## src/hw/i2cmcd_pkg.sv

```systemverilog
package i2cmcd_pkg;

  // ----------------------------------------------------------------
  // register map (byte addresses)
  // ----------------------------------------------------------------
  localparam logic [7:0] MSA_OFFSET = 8'h00;
  localparam logic [7:0] MCS_OFFSET = 8'h04;
  localparam logic [7:0] MDR_OFFSET = 8'h08;

  // reset values
  localparam logic [7:0] MSA_RESET = 8'h00;
  localparam logic [7:0] MDR_RESET = 8'h00;

  // field positions
  localparam int MSA_DIR_BIT = 0;
  localparam int ST_BUSY_BIT = 0;
  localparam int ST_ERROR_BIT = 1;
  localparam int ST_ADRACK_BIT = 2;
  localparam int ST_DATACK_BIT = 3;
  localparam int ST_IDLE_BIT = 5;
  localparam int ST_BUSBSY_BIT = 6;

  // ----------------------------------------------------------------
  // timing
  // ----------------------------------------------------------------
  localparam int CLK_PERIOD_PS = 5000;
  localparam int SCL_PERIOD_NS = 200; // forty clocks, the bit timer's reset setting
  // one bit time is split into four quarters; each quarter rounds down
  localparam int QTR_CYCLES = (SCL_PERIOD_NS * 1000) / (4 * CLK_PERIOD_PS);
  localparam logic [9:0] QTR_LAST = 10'(QTR_CYCLES - 1);
  localparam logic [3:0] ACK_BIT_IDX = 4'h8;

  // ----------------------------------------------------------------
  // types
  // ----------------------------------------------------------------
  // control write, low four bits of the data word
  typedef struct packed {
    logic ack;
    logic stop;
    logic start;
    logic run;
  } i2cmcd_ctrl_type;

  typedef enum logic [1:0] {
    MS_IDLE = 2'b00,
    MS_TX = 2'b01,
    MS_RX = 2'b10
  } i2cmcd_mstate_type;

  typedef enum logic [2:0] {
    EN_IDLE = 3'b000,
    EN_START = 3'b001,
    EN_ADDR = 3'b010,
    EN_DATA = 3'b011,
    EN_STOP = 3'b100
  } i2cmcd_eng_type;

  // decoded bus action
  typedef struct packed {
    logic valid;
    logic do_start;
    logic do_data;
    logic is_rx;
    logic ack;
    logic do_stop;
    i2cmcd_mstate_type next_state;
  } i2cmcd_act_type;

endpackage

```

## src/hw/i2cmcd_top.sv

```systemverilog
// Chosen here: strobed register access and the address map.
`timescale 1ns/10ps
// Summary of operation
// - control bit 0 enables the master to send or receive
// - idle, send, start+run: start, send byte, go to transmit state
// - idle, send, start+stop+run: start, send byte, stop, stay idle
// - idle, receive, no ack, start+run: start, receive with nack, go receive
// - idle, receive, no ack, start+stop+run: start, receive, stop, stay idle
// - idle, receive, ack, start+run: start, receive with ack, go receive
// - transmit, run only: send next byte, stay in transmit
// - transmit or receive, stop only: stop condition, back to idle
// - transmit, stop+run: send one more byte, stop, go idle
// - transmit, send, start+run: repeated start, send; stop bit picks idle
// - transmit, receive, no ack, start+run: repeated start, receive nack, go receive
// - transmit, receive, no ack, start+stop+run: repeated start, send, stop, idle
// - transmit, receive, ack, start+run: repeated start, receive ack, go receive
// - receive, run only, no ack: receive with nack, stay
// - receive, stop+run, no ack: final receive, stop, go idle
// - receive, ack, run only: receive with ack, stay
// - receive, receive dir, start+run: repeated start, receive; ack/stop pick outcome
// - receive, send dir, start+run: repeated start, send; stop picks idle or transmit
// - address bit 0 picks receive when set, send when clear
// - with ack enable set, received bytes are acknowledged by the master
module i2cmcd_top (
  input wire logic ref_clk,
  input wire logic rst_n,
  input wire logic [7:0] addr,
  input wire logic [31:0] wdata,
  input wire logic wr,
  input wire logic rd,
  output logic [31:0] rdata,
  input wire logic scl_in,
  output logic scl_out,
  output logic scl_oe,
  input wire logic sda_in,
  output logic sda_out,
  output logic sda_oe
);
  import i2cmcd_pkg::*;

  // ----------------------------------------------------------------
  // declarations
  // ----------------------------------------------------------------
  logic [7:0] msa_reg, tx_data_reg, rx_data_reg, shift_reg;
  logic [31:0] rdata_reg;
  logic [1:0] scl_sync_reg, sda_sync_reg, q_reg;
  logic sda_prev_reg, bus_busy_reg, scl_oe_reg, sda_oe_reg, hold_reg, adrack_reg, datack_reg;
  logic [9:0] div_reg;
  logic [3:0] bit_reg;
  i2cmcd_eng_type eng_state;
  i2cmcd_mstate_type mstate;
  i2cmcd_act_type act, job_reg;
  i2cmcd_ctrl_type ctrl;
  logic tick, stall, ctrl_wr, dir, scl_s, sda_s, bit_tx;

  assign ctrl = i2cmcd_ctrl_type'(wdata[3:0]);
  assign dir = msa_reg[MSA_DIR_BIT];
  // control writes that land while the engine runs are dropped, not queued
  assign ctrl_wr = wr && (addr == MCS_OFFSET) && (eng_state == EN_IDLE);
  assign scl_s = scl_sync_reg[1];
  assign sda_s = sda_sync_reg[1];

  // ----------------------------------------------------------------
  // command decoder
  // ----------------------------------------------------------------
  // one table per master state; anything unmatched stays a nop
  always_comb begin
    act = '0;
    act.next_state = mstate;
    unique case (mstate)
      MS_IDLE: begin
        if (ctrl.run && ctrl.start) begin
          if (!dir) begin
            act = '{1'b1, 1'b1, 1'b1, 1'b0, 1'b0, ctrl.stop, ctrl.stop ? MS_IDLE : MS_TX};
          end else if (!ctrl.ack) begin
            act = '{1'b1, 1'b1, 1'b1, 1'b1, 1'b0, ctrl.stop, ctrl.stop ? MS_IDLE : MS_RX};
          end else if (!ctrl.stop) begin
            act = '{1'b1, 1'b1, 1'b1, 1'b1, 1'b1, 1'b0, MS_RX};
          end
        end
      end
      MS_TX: begin
        if (!ctrl.start && ctrl.stop && !ctrl.run) begin
          act = '{1'b1, 1'b0, 1'b0, 1'b0, 1'b0, 1'b1, MS_IDLE};
        end else if (!ctrl.start && ctrl.run) begin
          act = '{1'b1, 1'b0, 1'b1, 1'b0, 1'b0, ctrl.stop, ctrl.stop ? MS_IDLE : MS_TX};
        end else if (ctrl.start && ctrl.run) begin
          if (!dir) begin
            act = '{1'b1, 1'b1, 1'b1, 1'b0, 1'b0, ctrl.stop, ctrl.stop ? MS_IDLE : MS_TX};
          end else if (!ctrl.ack && ctrl.stop) begin
            // receive direction still sends a byte here, then stops
            act = '{1'b1, 1'b1, 1'b1, 1'b0, 1'b0, 1'b1, MS_IDLE};
          end else if (!ctrl.stop) begin
            act = '{1'b1, 1'b1, 1'b1, 1'b1, ctrl.ack, 1'b0, MS_RX};
          end
        end
      end
      MS_RX: begin
        // stop here is expected only after a nack
        if (!ctrl.start && ctrl.stop && !ctrl.run) begin
          act = '{1'b1, 1'b0, 1'b0, 1'b0, 1'b0, 1'b1, MS_IDLE};
        end else if (!ctrl.start && ctrl.run && !(ctrl.ack && ctrl.stop)) begin
          act = '{1'b1, 1'b0, 1'b1, 1'b1, ctrl.ack, ctrl.stop, ctrl.stop ? MS_IDLE : MS_RX};
        end else if (ctrl.start && ctrl.run) begin
          if (!dir) begin
            act = '{1'b1, 1'b1, 1'b1, 1'b0, 1'b0, ctrl.stop, ctrl.stop ? MS_IDLE : MS_TX};
          end else if (!(ctrl.ack && ctrl.stop)) begin
            act = '{1'b1, 1'b1, 1'b1, 1'b1, ctrl.ack, ctrl.stop, ctrl.stop ? MS_IDLE : MS_RX};
          end
        end
      end
      default: begin
        act = '0;
      end
    endcase
  end

  // ----------------------------------------------------------------
  // register bus
  // ----------------------------------------------------------------
  // software writable registers
  always_ff @(posedge ref_clk or negedge rst_n) begin
    if (!rst_n) begin
      msa_reg <= MSA_RESET;
      tx_data_reg <= MDR_RESET;
    end else if (wr) begin
      if (addr == MSA_OFFSET) begin
        msa_reg <= wdata[7:0];
      end
      if (addr == MDR_OFFSET) begin
        tx_data_reg <= wdata[7:0];
      end
    end
  end

  // read data one cycle after the strobe, zero otherwise
  always_ff @(posedge ref_clk or negedge rst_n) begin
    if (!rst_n) begin
      rdata_reg <= '0;
    end else if (rd) begin
      unique case (addr)
        MSA_OFFSET: rdata_reg <= {24'h000000, msa_reg};
        MDR_OFFSET: rdata_reg <= {24'h000000, rx_data_reg};
        MCS_OFFSET: begin
          rdata_reg <= '0;
          rdata_reg[ST_BUSY_BIT] <= (eng_state != EN_IDLE);
          rdata_reg[ST_ERROR_BIT] <= adrack_reg | datack_reg;
          rdata_reg[ST_ADRACK_BIT] <= adrack_reg;
          rdata_reg[ST_DATACK_BIT] <= datack_reg;
          rdata_reg[ST_IDLE_BIT] <= (mstate == MS_IDLE) && (eng_state == EN_IDLE);
          rdata_reg[ST_BUSBSY_BIT] <= bus_busy_reg;
        end
        default: rdata_reg <= '0;
      endcase
    end else begin
      rdata_reg <= '0;
    end
  end

  // ----------------------------------------------------------------
  // pin synchronisers and bus busy tracking
  // ----------------------------------------------------------------
  always_ff @(posedge ref_clk or negedge rst_n) begin
    if (!rst_n) begin
      scl_sync_reg <= 2'b11;
      sda_sync_reg <= 2'b11;
      sda_prev_reg <= 1'b1;
      scl_out <= 1'b0;
      sda_out <= 1'b0;
    end else begin
      scl_sync_reg <= {scl_sync_reg[0], scl_in};
      sda_sync_reg <= {sda_sync_reg[0], sda_in};
      sda_prev_reg <= sda_s;
      scl_out <= 1'b0; // open drain: only the enables ever move
      sda_out <= 1'b0;
    end
  end

  // start and stop seen on the wire, whoever made them
  always_ff @(posedge ref_clk or negedge rst_n) begin
    if (!rst_n) begin
      bus_busy_reg <= 1'b0;
    end else if (scl_s && sda_prev_reg && !sda_s) begin
      bus_busy_reg <= 1'b1;
    end else if (scl_s && !sda_prev_reg && sda_s) begin
      bus_busy_reg <= 1'b0;
    end
  end

  // ----------------------------------------------------------------
  // quarter bit timer
  // ----------------------------------------------------------------
  // a slave holding the clock low freezes the timer (clock stretching)
  assign stall = (eng_state != EN_IDLE) && !scl_oe_reg && !scl_s;
  assign tick = (div_reg == QTR_LAST) && !stall;

  always_ff @(posedge ref_clk or negedge rst_n) begin
    if (!rst_n) begin
      div_reg <= '0;
    end else if (eng_state == EN_IDLE || tick) begin
      div_reg <= '0;
    end else if (!stall) begin
      div_reg <= div_reg + 10'h001;
    end
  end

  // ----------------------------------------------------------------
  // master state
  // ----------------------------------------------------------------
  always_ff @(posedge ref_clk or negedge rst_n) begin
    if (!rst_n) begin
      mstate <= MS_IDLE;
    end else if (ctrl_wr && act.valid) begin
      mstate <= act.next_state;
    end
  end

  // ----------------------------------------------------------------
  // bus engine
  // ----------------------------------------------------------------
  // bit sent in quarter one: address/transmit data, or our ack bit
  always_comb begin
    if (bit_reg == ACK_BIT_IDX) begin
      bit_tx = (eng_state == EN_DATA) && job_reg.is_rx && job_reg.ack;
    end else begin
      bit_tx = (eng_state == EN_ADDR || !job_reg.is_rx) && !shift_reg[7];
    end
  end

  always_ff @(posedge ref_clk or negedge rst_n) begin
    if (!rst_n) begin
      eng_state <= EN_IDLE;
      job_reg <= '0;
      q_reg <= 2'b00;
      bit_reg <= 4'h0;
      shift_reg <= 8'h00;
      scl_oe_reg <= 1'b0;
      sda_oe_reg <= 1'b0;
      hold_reg <= 1'b0;
      adrack_reg <= 1'b0;
      datack_reg <= 1'b0;
      rx_data_reg <= MDR_RESET;
    end else if (eng_state == EN_IDLE) begin
      q_reg <= 2'b00;
      bit_reg <= 4'h0;
      if (ctrl_wr && act.valid) begin
        job_reg <= act;
        adrack_reg <= 1'b0;
        datack_reg <= 1'b0;
        if (act.do_start) begin
          eng_state <= EN_START;
          shift_reg <= {msa_reg[7:1], dir};
        end else if (act.do_data) begin
          eng_state <= EN_DATA;
          shift_reg <= act.is_rx ? 8'hFF : tx_data_reg;
        end else begin
          eng_state <= EN_STOP;
        end
      end
    end else if (tick) begin
      q_reg <= q_reg + 2'b01;
      unique case (eng_state)
        EN_START: begin
          // q0 keeps the clock low only if we already hold it (repeated start)
          unique case (q_reg)
            2'b00: begin
              scl_oe_reg <= hold_reg;
              sda_oe_reg <= 1'b0;
            end
            2'b01: scl_oe_reg <= 1'b0;
            2'b10: sda_oe_reg <= 1'b1;
            2'b11: eng_state <= EN_ADDR;
          endcase
        end
        EN_ADDR, EN_DATA: begin
          unique case (q_reg)
            2'b00: scl_oe_reg <= 1'b1;
            2'b01: sda_oe_reg <= bit_tx;
            2'b10: scl_oe_reg <= 1'b0;
            2'b11: begin
              scl_oe_reg <= 1'b1;
              hold_reg <= 1'b1;
              if (bit_reg != ACK_BIT_IDX) begin
                shift_reg <= {shift_reg[6:0], sda_s};
                bit_reg <= bit_reg + 4'h1;
              end else begin
                bit_reg <= 4'h0;
                if (eng_state == EN_ADDR) begin
                  adrack_reg <= sda_s;
                  if (sda_s) begin
                    // address refused: skip the data byte
                    eng_state <= job_reg.do_stop ? EN_STOP : EN_IDLE;
                  end else begin
                    eng_state <= EN_DATA;
                    shift_reg <= job_reg.is_rx ? 8'hFF : tx_data_reg;
                  end
                end else begin
                  if (job_reg.is_rx) begin
                    rx_data_reg <= shift_reg;
                  end else begin
                    datack_reg <= sda_s;
                  end
                  eng_state <= job_reg.do_stop ? EN_STOP : EN_IDLE;
                end
              end
            end
          endcase
        end
        EN_STOP: begin
          unique case (q_reg)
            2'b00: begin
              scl_oe_reg <= 1'b1;
              sda_oe_reg <= 1'b1;
            end
            2'b01: scl_oe_reg <= 1'b0;
            2'b10: sda_oe_reg <= 1'b0;
            2'b11: begin
              hold_reg <= 1'b0;
              eng_state <= EN_IDLE;
            end
          endcase
        end
        default: eng_state <= EN_IDLE;
      endcase
    end
  end

  // ----------------------------------------------------------------
  // outputs
  // ----------------------------------------------------------------
  // ports read the flops directly; the constant low levels sit with the synchronisers
  assign rdata = rdata_reg;
  assign scl_oe = scl_oe_reg;
  assign sda_oe = sda_oe_reg;
endmodule

```

## config.mk

```make
export PLATFORM = sky130hd
export DESIGN_NAME = i2cmcd_top
export DESIGN_NICKNAME = d
export VERILOG_FILES = /design/src/hw/i2cmcd_pkg.sv /design/src/hw/i2cmcd_top.sv
export SDC_FILE = /design/constraint.sdc
export NUM_CORES = 1
export LEC_CHECK = 0
export ABC_AREA = 1
export BUFFER_PORTS_ARGS = -buffer_cell sky130_fd_sc_hd__buf_2
export CAP_MARGIN = 20
export CORE_MARGIN = 3
export CORE_UTILIZATION = 61
export DETAILED_ROUTE_END_ITERATION = 8
export GPL_ROUTABILITY_DRIVEN = 0
export PLACE_DENSITY_LB_ADDON = 0.3
export SLEW_MARGIN = 20
export SYNTH_ARGS = -nofsm -noshare
export SYNTH_HDL_FRONTEND = slang
export SYNTH_SLANG_ARGS = --single-unit
```

## constraint.sdc

```tcl
create_clock -name ref_clk -period 3 [get_ports ref_clk]
set_input_delay 0.45 -clock ref_clk [delete_from_list [all_inputs] [get_ports ref_clk]]
set_output_delay 0.45 -clock ref_clk [all_outputs]
set_load 0.02 [all_outputs]
```

==> run summary, run 1 <==
Sequential Area -> 1880 µm²
layout cells sized above 1 -> 13.9%
Tot Pwr -> 3.15 mW
min-delay src -> sda_in
TritonCTS Buffers -> 9
DP Wirelength -> 7030 µm
Clock Path Buffers -> 2
Yosys Warn Count -> 0
Slew Limit Headroom -> 39.1%
Root Buffer -> clkbuf_8
Skew-Pair Late Insertion Delay -> 0.36 ns
Vias -> 3,965
setup bufs post-CTS -> 0
vias per cell -> 5.37
first-pass GRT wire length -> 15,900 µm
CTS tree -> built
Area Growth Syn to Fin -> 7.30%
CP Class -> reg -> reg
Reg-to-Reg Start -> eng_state[0]
crit start category -> flop
Ports -> 82
CP Capture Type -> flop
CP Data Required Time -> 3.30 ns
sequential-to-total area share from yosys stat -> 42.1%
Main synth FF type -> dfrtp_1
area of the multi-input gates -> 2050 µm²
endpoints failing hold -> 0
largest net degree at the start of global routing -> 76
Leak -> 2.53 nW
vias in the first global route -> 3,585
Synth top area share -> 39.2%
Worst Tran Pin Value -> 0.913 ns
placed cells -> 722
met1 Resource Use GR -> 32.5%
post-route cell area -> 4800 µm²
Worst VDD drop -> 0.370 mV
drt total wl -> 9460 µm
most frequent cells in the layout -> nand2_1, inv_1, dfrtp_1
synth top area cells -> dfrtp_1, nand2_1, inv_1
f_max -> 413 MHz
GR peak layer -> met2
commonest non-fill, non-tap cell in the layout -> nand2_1
fin cells -> 738
Synth cell types -> 42
Post-synth EDFFs -> 0
Max Slew Vio Count -> 0
outcome -> completed
clk sink count -> 75
CTS Hold Buffers Added -> 0
Max Cap Violations -> 0
Critical Path AT -> 2.72 ns
Routed Antenna Nets -> 0
maximum fanout along the worst path -> 25
crit path time final -> 2.42 ns
Worst-path clk slew -> 0.08 ns
clock skew -> 0.0115 ns
height of the die -> 91.6 µm
Async SR Flop Fraction -> 100%
chip width -> 91.6 µm
Initial Utilization -> 64.4%
GR Util met3 -> 3.53%
RSZ-0062 raised after global routing -> false
GR Util All Layers -> 23.3%
die area -> 8400 µm²
post-synth top area cell -> dfrtp_1
Antenna Cells -> 0
Synth Cell Area -> 4470 µm²
Worst Hold Class -> in -> reg
Synth Area per Inst -> 7.36 µm²
Post-CTS Resized -> 0
PwrDens -> 657 nW/µm²
1st-iter DRT viols -> 309
Final Cycle Share -> 80.7%
CP Launch Point -> eng_state[0]
Core Rows -> 30
# fillers -> 589
Fin Setup TNS -> 0 ns
port bufs -> 31
H-tree Lvls -> 3
max reg flops -> 10
iteration count of the initial detailed-routing pass -> 7
routing usage on met2 -> 36.0%
placed cell areas -> 4580 µm²
final net count -> 691
DRC Markers -> 0
Final setup viols -> 0
gr ovfl total -> 0
number of synthesized register bits -> 75
Syn Inst Count -> 608
core area -> 6940 µm²
average wire per standard cell -> 12.8 µm
initial antenna violation count -> 0
## cell families after synthesis
kind of cell,after synthesis,share of synthesized area [%]
AO/OA/AOI/OAI,101,12.9
XOR/XNOR,1,0.196
adder cells (fa/ha/maj),8,2.24
buffers and inverters,136,14.2
flip-flops,75,42.1
multiplexers,1,0.224
other,1,0.0838
AND/OR/NAND/NOR,285,28.0
## final timing paths
| check | to | slack, ns | cells after the start |
|---|---|---|---|
| max in group asynchronous | msa_reg[3] | 2.19 | 1 |
| hold / removal | sda_sync_reg[0] | 0.19 | 1 |
| setup reg to reg | shift_reg[1] | 0.58 | 11 |
| min in group asynchronous | div_reg[1] | 0.22 | 1 |
| setup / recovery | shift_reg[1] | 0.58 | 11 |
| hold reg to reg | scl_sync_reg[1] | 0.36 | 0 |
## power breakdown
group / switching, mW / internal (mW)
sequential: 0.111 / 1.13
clock: 0.397 / 0.475
combinational: 0.713 / 0.326
total: 1.22 / 1.93
## cell usage after synthesis, types with 8 or more instances
cell and number:
nand2_1 149, inv_1 87, dfrtp_1 70, nor2_1 50, nand3_1 44, o21ai_0 41
buf_4 30, a21oi_1 26, nor3_1 13, inv_2 11, o22ai_1 10, ha_1 8
o21ai_2 8
## per-stage QoR
stage / utilization [%] / worst slack (ns) / hold WS, ns
2_1_floorplan: - / 1.30 / 0.154
3_3_place_gp: 65.9 / 0.699 / 0.346
3_5_place_dp: 65.9 / 0.639 / 0.348
4_1_cts: 69.1 / 0.608 / 0.177
5_1_grt: 69.1 / 0.322 / 0.184
6_report: 69.1 / 0.579 / 0.188
## layout make-up
cell class,count,share of cell area [%]
clock buffer,9,2.58
clock inverter,7,2.09
inverter,98,7.66
multi-input combinational,422,42.6
sequential,75,39.2
tap,96,2.50
timing repair buffer,31,3.28
## routing by layer
metal	routed length, µm	vias up
met1	4400	1830
met3	656	17
met2	4250	166
met4	157	0
li1	-	1952
met5	0	-
## critical path, cell delays in order, from the launching register on
cell	delay [ns]
dfrtp_1	0.45
nor2_2	0.19
nand2_4	0.19
nand2_2	0.25
nand3_2	0.12
nand2_1	0.37
nand3_1	0.21
nor2_4	0.29
nand2_4	0.12
nand2_1	0.07
nand2_1	0.05
inv_1	0.05
(Power assumes the default switching activity.)
==> run 2, diff against run 1 <==
--- a/config.mk
+++ b/config.mk
@@ -9,7 +9,7 @@
 export BUFFER_PORTS_ARGS = -buffer_cell sky130_fd_sc_hd__buf_2
 export CAP_MARGIN = 20
 export CORE_MARGIN = 3
-export CORE_UTILIZATION = 61
+export CORE_UTILIZATION = 56
 export DETAILED_ROUTE_END_ITERATION = 8
 export GPL_ROUTABILITY_DRIVEN = 0
 export PLACE_DENSITY_LB_ADDON = 0.3
==> constraint.sdc (replaced) <==
create_clock -name ref_clk -period 2.49 [get_ports ref_clk]
set_input_delay 0.3735 -clock ref_clk [delete_from_list [all_inputs] [get_ports ref_clk]]
set_output_delay 0.3735 -clock ref_clk [all_outputs]
set_load 0.02 [all_outputs]
==> run 2 against run 1 <==
Clock-buffer cell count stayed put. Core utilization is 4.4 points lower. Clock skew is 0.0023 ns lower. Global-route usage is 1.0 points lower. Critical path depth stayed put. Register-to-register slack worse by 0.18 ns. Hold slack worse by 0.076 ns. Worst setup slack worse by 0.18 ns. Critical path type unchanged.
==> run summary, run 2 (synthesis gave the netlist of run 1 again) <==
CP peak stage delay -> 0.44 ns (was 0.45 ns)
drt total wl -> 9430 µm (was 9460 µm)
Worst VDD drop -> 0.391 mV (was 0.370 mV)
Initial Utilization -> 59.8% (was 64.4%)
post-route cell area -> 4850 µm² (was 4800 µm²)
Sequential Area -> 1880 µm² (unchanged)
Routed Antenna Nets -> 0 (unchanged)
Reg-to-Reg Start -> eng_state[0] (unchanged)
CP Data Required Time -> 2.79 ns (was 3.30 ns)
Clock Path Buffers -> 2 (unchanged)
sequential share of power -> 39.6% (was 39.4%)
largest net degree at the start of global routing -> 43 (was 76)
core area -> 7490 µm² (was 6940 µm²)
endpoints failing hold -> 0 (unchanged)
clock share of power -> 26.0% (was 27.7%)
Max Cap Violations -> 0 (unchanged)
Skew-Pair Late Insertion Delay -> 0.36 ns (about the same)
f_max -> 479 MHz (was 413 MHz)
Reg2Reg Depth -> 11 (unchanged)
gr ovfl total -> 0 (unchanged)
setup bufs post-CTS -> 0 (unchanged)
chip width -> 95.4 µm (was 91.6 µm)
Final setup viols -> 0 (unchanged)
area of the multi-input gates -> 2050 µm² (unchanged)
CP Class -> reg -> reg (unchanged)
outcome -> completed (unchanged)
Crit-path slowest cell -> dfrtp_1 (unchanged)
iteration count of the initial detailed-routing pass -> 5 (was 7)
Ports -> 82 (unchanged)
vias in the first global route -> 3,524 (was 3,585)
Worst-path clk slew -> 0.09 ns (was 0.08 ns)
height of the die -> 95.4 µm (was 91.6 µm)
PwrDens -> 777 nW/µm² (was 657 nW/µm²)
H-tree Lvls -> 3 (unchanged)
Core Rows -> 31 (was 30)
clk sink count -> 75 (unchanged)
placed cell areas -> 4630 µm² (was 4580 µm²)
Fin Setup TNS -> 0 ns (unchanged)
most frequent cell on the critical path -> nand2_1 (unchanged)
crit start category -> flop (unchanged)
average wire per standard cell -> 12.6 µm (was 12.8 µm)
final net count -> 699 (was 691)
Vias -> 3,946 (was 3,965)
DRC Markers -> 0 (unchanged)
Slew Limit Headroom -> 65.6% (was 39.1%)
TritonCTS Buffers -> 9 (unchanged)
DP Wirelength -> 7160 µm (was 7030 µm)
critical path's top delay family -> simple AND/OR/NAND/NOR gates (unchanged)
sw frac -> 39.8% (was 38.7%)
Comb pwr share -> 34.4% (was 33.0%)
1st-iter DRT viols -> 327 (was 309)
die area -> 9100 µm² (was 8400 µm²)
cell-internal power -> 2.27 mW (was 1.93 mW)
crit path time final -> 2.09 ns (was 2.42 ns)
most frequent cells in the layout -> nand2_1, inv_1, dfrtp_1 (unchanged)
Worst Hold Class -> in -> reg (unchanged)
Max Slew Vio Count -> 0 (unchanged)
r2r setup slk -> 0.40 ns (was 0.58 ns)
first-pass GRT wire length -> 15,800 µm (was 15,900 µm)
Worst Tran Pin Value -> 0.517 ns (was 0.913 ns)
GR Util All Layers -> 22.3% (was 23.3%)
CP Capture Type -> flop (unchanged)
Area Growth Syn to Fin -> 8.39% (was 7.30%)
commonest non-fill, non-tap cell in the layout -> nand2_1 (unchanged)
vias per cell -> 5.27 (was 5.37)
Root Buffer -> clkbuf_8 (unchanged)
CP Launch Point -> eng_state[0] (unchanged)
Antenna Cells -> 0 (unchanged)
Levels on crit path -> 11 (unchanged)
Leak -> 2.55 nW (was 2.53 nW)
crit-path cells -> nor2_2 -> nand2_4 -> nand2_2 -> nand3_2 -> nand2_1 -> nand3_1 -> nor2_4 -> nand2_4 -> nand2_1 -> nand2_1 -> inv_1 (unchanged)
CTS tree -> built (unchanged)
clock skew -> 0.00924 ns (was 0.0115 ns)
RSZ-0062 raised after global routing -> false (unchanged)
max reg flops -> 10 (unchanged)
port bufs -> 31 (unchanged)
Critical path destination -> shift_reg[4] (was shift_reg[1])
maximum fanout along the worst path -> 25 (unchanged)
# fillers -> 644 (was 589)
reg2reg end -> shift_reg[4] (was shift_reg[1])
Critical Path AT -> 2.39 ns (was 2.72 ns)
Final Cycle Share -> 83.8% (was 80.7%)
layout cells sized above 1 -> 14.8% (was 13.9%)
Net Sw Power -> 1.50 mW (was 1.22 mW)
initial antenna violation count -> 0 (unchanged)
Worst Path Buf+Inv -> 1 (unchanged)
## run 2: power groups by stage
| stage | logic (mW) | registers [mW] | clock network [mW] |
|---|---|---|---|
| 2_1_floorplan | 1.02 | 1.50 | 0 |
| 3_3_place_gp | 1.24 | 1.51 | 0 |
| 3_5_place_dp | 1.26 | 1.51 | 0 |
| 6_report | 1.30 | 1.49 | 0.980 |
| 4_1_cts | 1.28 | 1.49 | 0.995 |
| 5_1_grt | 1.48 | 1.51 | 1.06 |
## run 2: timing repair
action,CTS,global route
hold endpoints to repair,18,0
gates resized for setup,0,0
hold buffers,1,0
## run 2: cell type report
cell class / instances / share of cell area [%]
clock buffers: 9 / 2.55
clock inverters: 7 / 1.70
inverters: 98 / 7.59
multi-input cells: 422 / 42.2
flip-flops and latches: 75 / 38.8
well taps: 99 / 2.55
repair buffers: 39 / 4.54
## run 2: metal layers
metal  track usage, %  up-vias  wire [µm]
met5                0        -          0
met4             8.18        0        122
met3             4.89       14        723
met2             33.9      156       4170
met1             31.4     1797       4420
li1                 -     1979          -
## run 2: worst min path at each step
| stage | from | end | slack, ns | cells past startpoint |
|---|---|---|---|---|
| 2_1_floorplan | rst_n | adrack_reg | 0.08 | 0 |
| 3_3_place_gp | sda_sync_reg[0] | sda_sync_reg[1] | 0.35 | 0 |
| 3_5_place_dp | scl_sync_reg[0] | scl_sync_reg[1] | 0.35 | 0 |
| 4_1_cts | scl_in | scl_sync_reg[0] | 0.1 | 1 |
| 5_1_grt | scl_in | scl_sync_reg[0] | 0.09 | 1 |
| 6_report | scl_in | scl_sync_reg[0] | 0.11 | 1 |
## run 2: per-stage QoR
step	hold WS [ns]	cells	setup WS, ns	util (%)	power [mW]
2_1_floorplan	0.0779	633	0.791	-	2.52
3_3_place_gp	0.346	732	0.459	61.9	2.74
3_5_place_dp	0.348	732	0.435	61.9	2.78
4_1_cts	0.0993	749	0.415	64.8	3.76
5_1_grt	0.0920	749	0.176	64.8	4.04
6_report	0.112	749	0.403	64.8	3.77
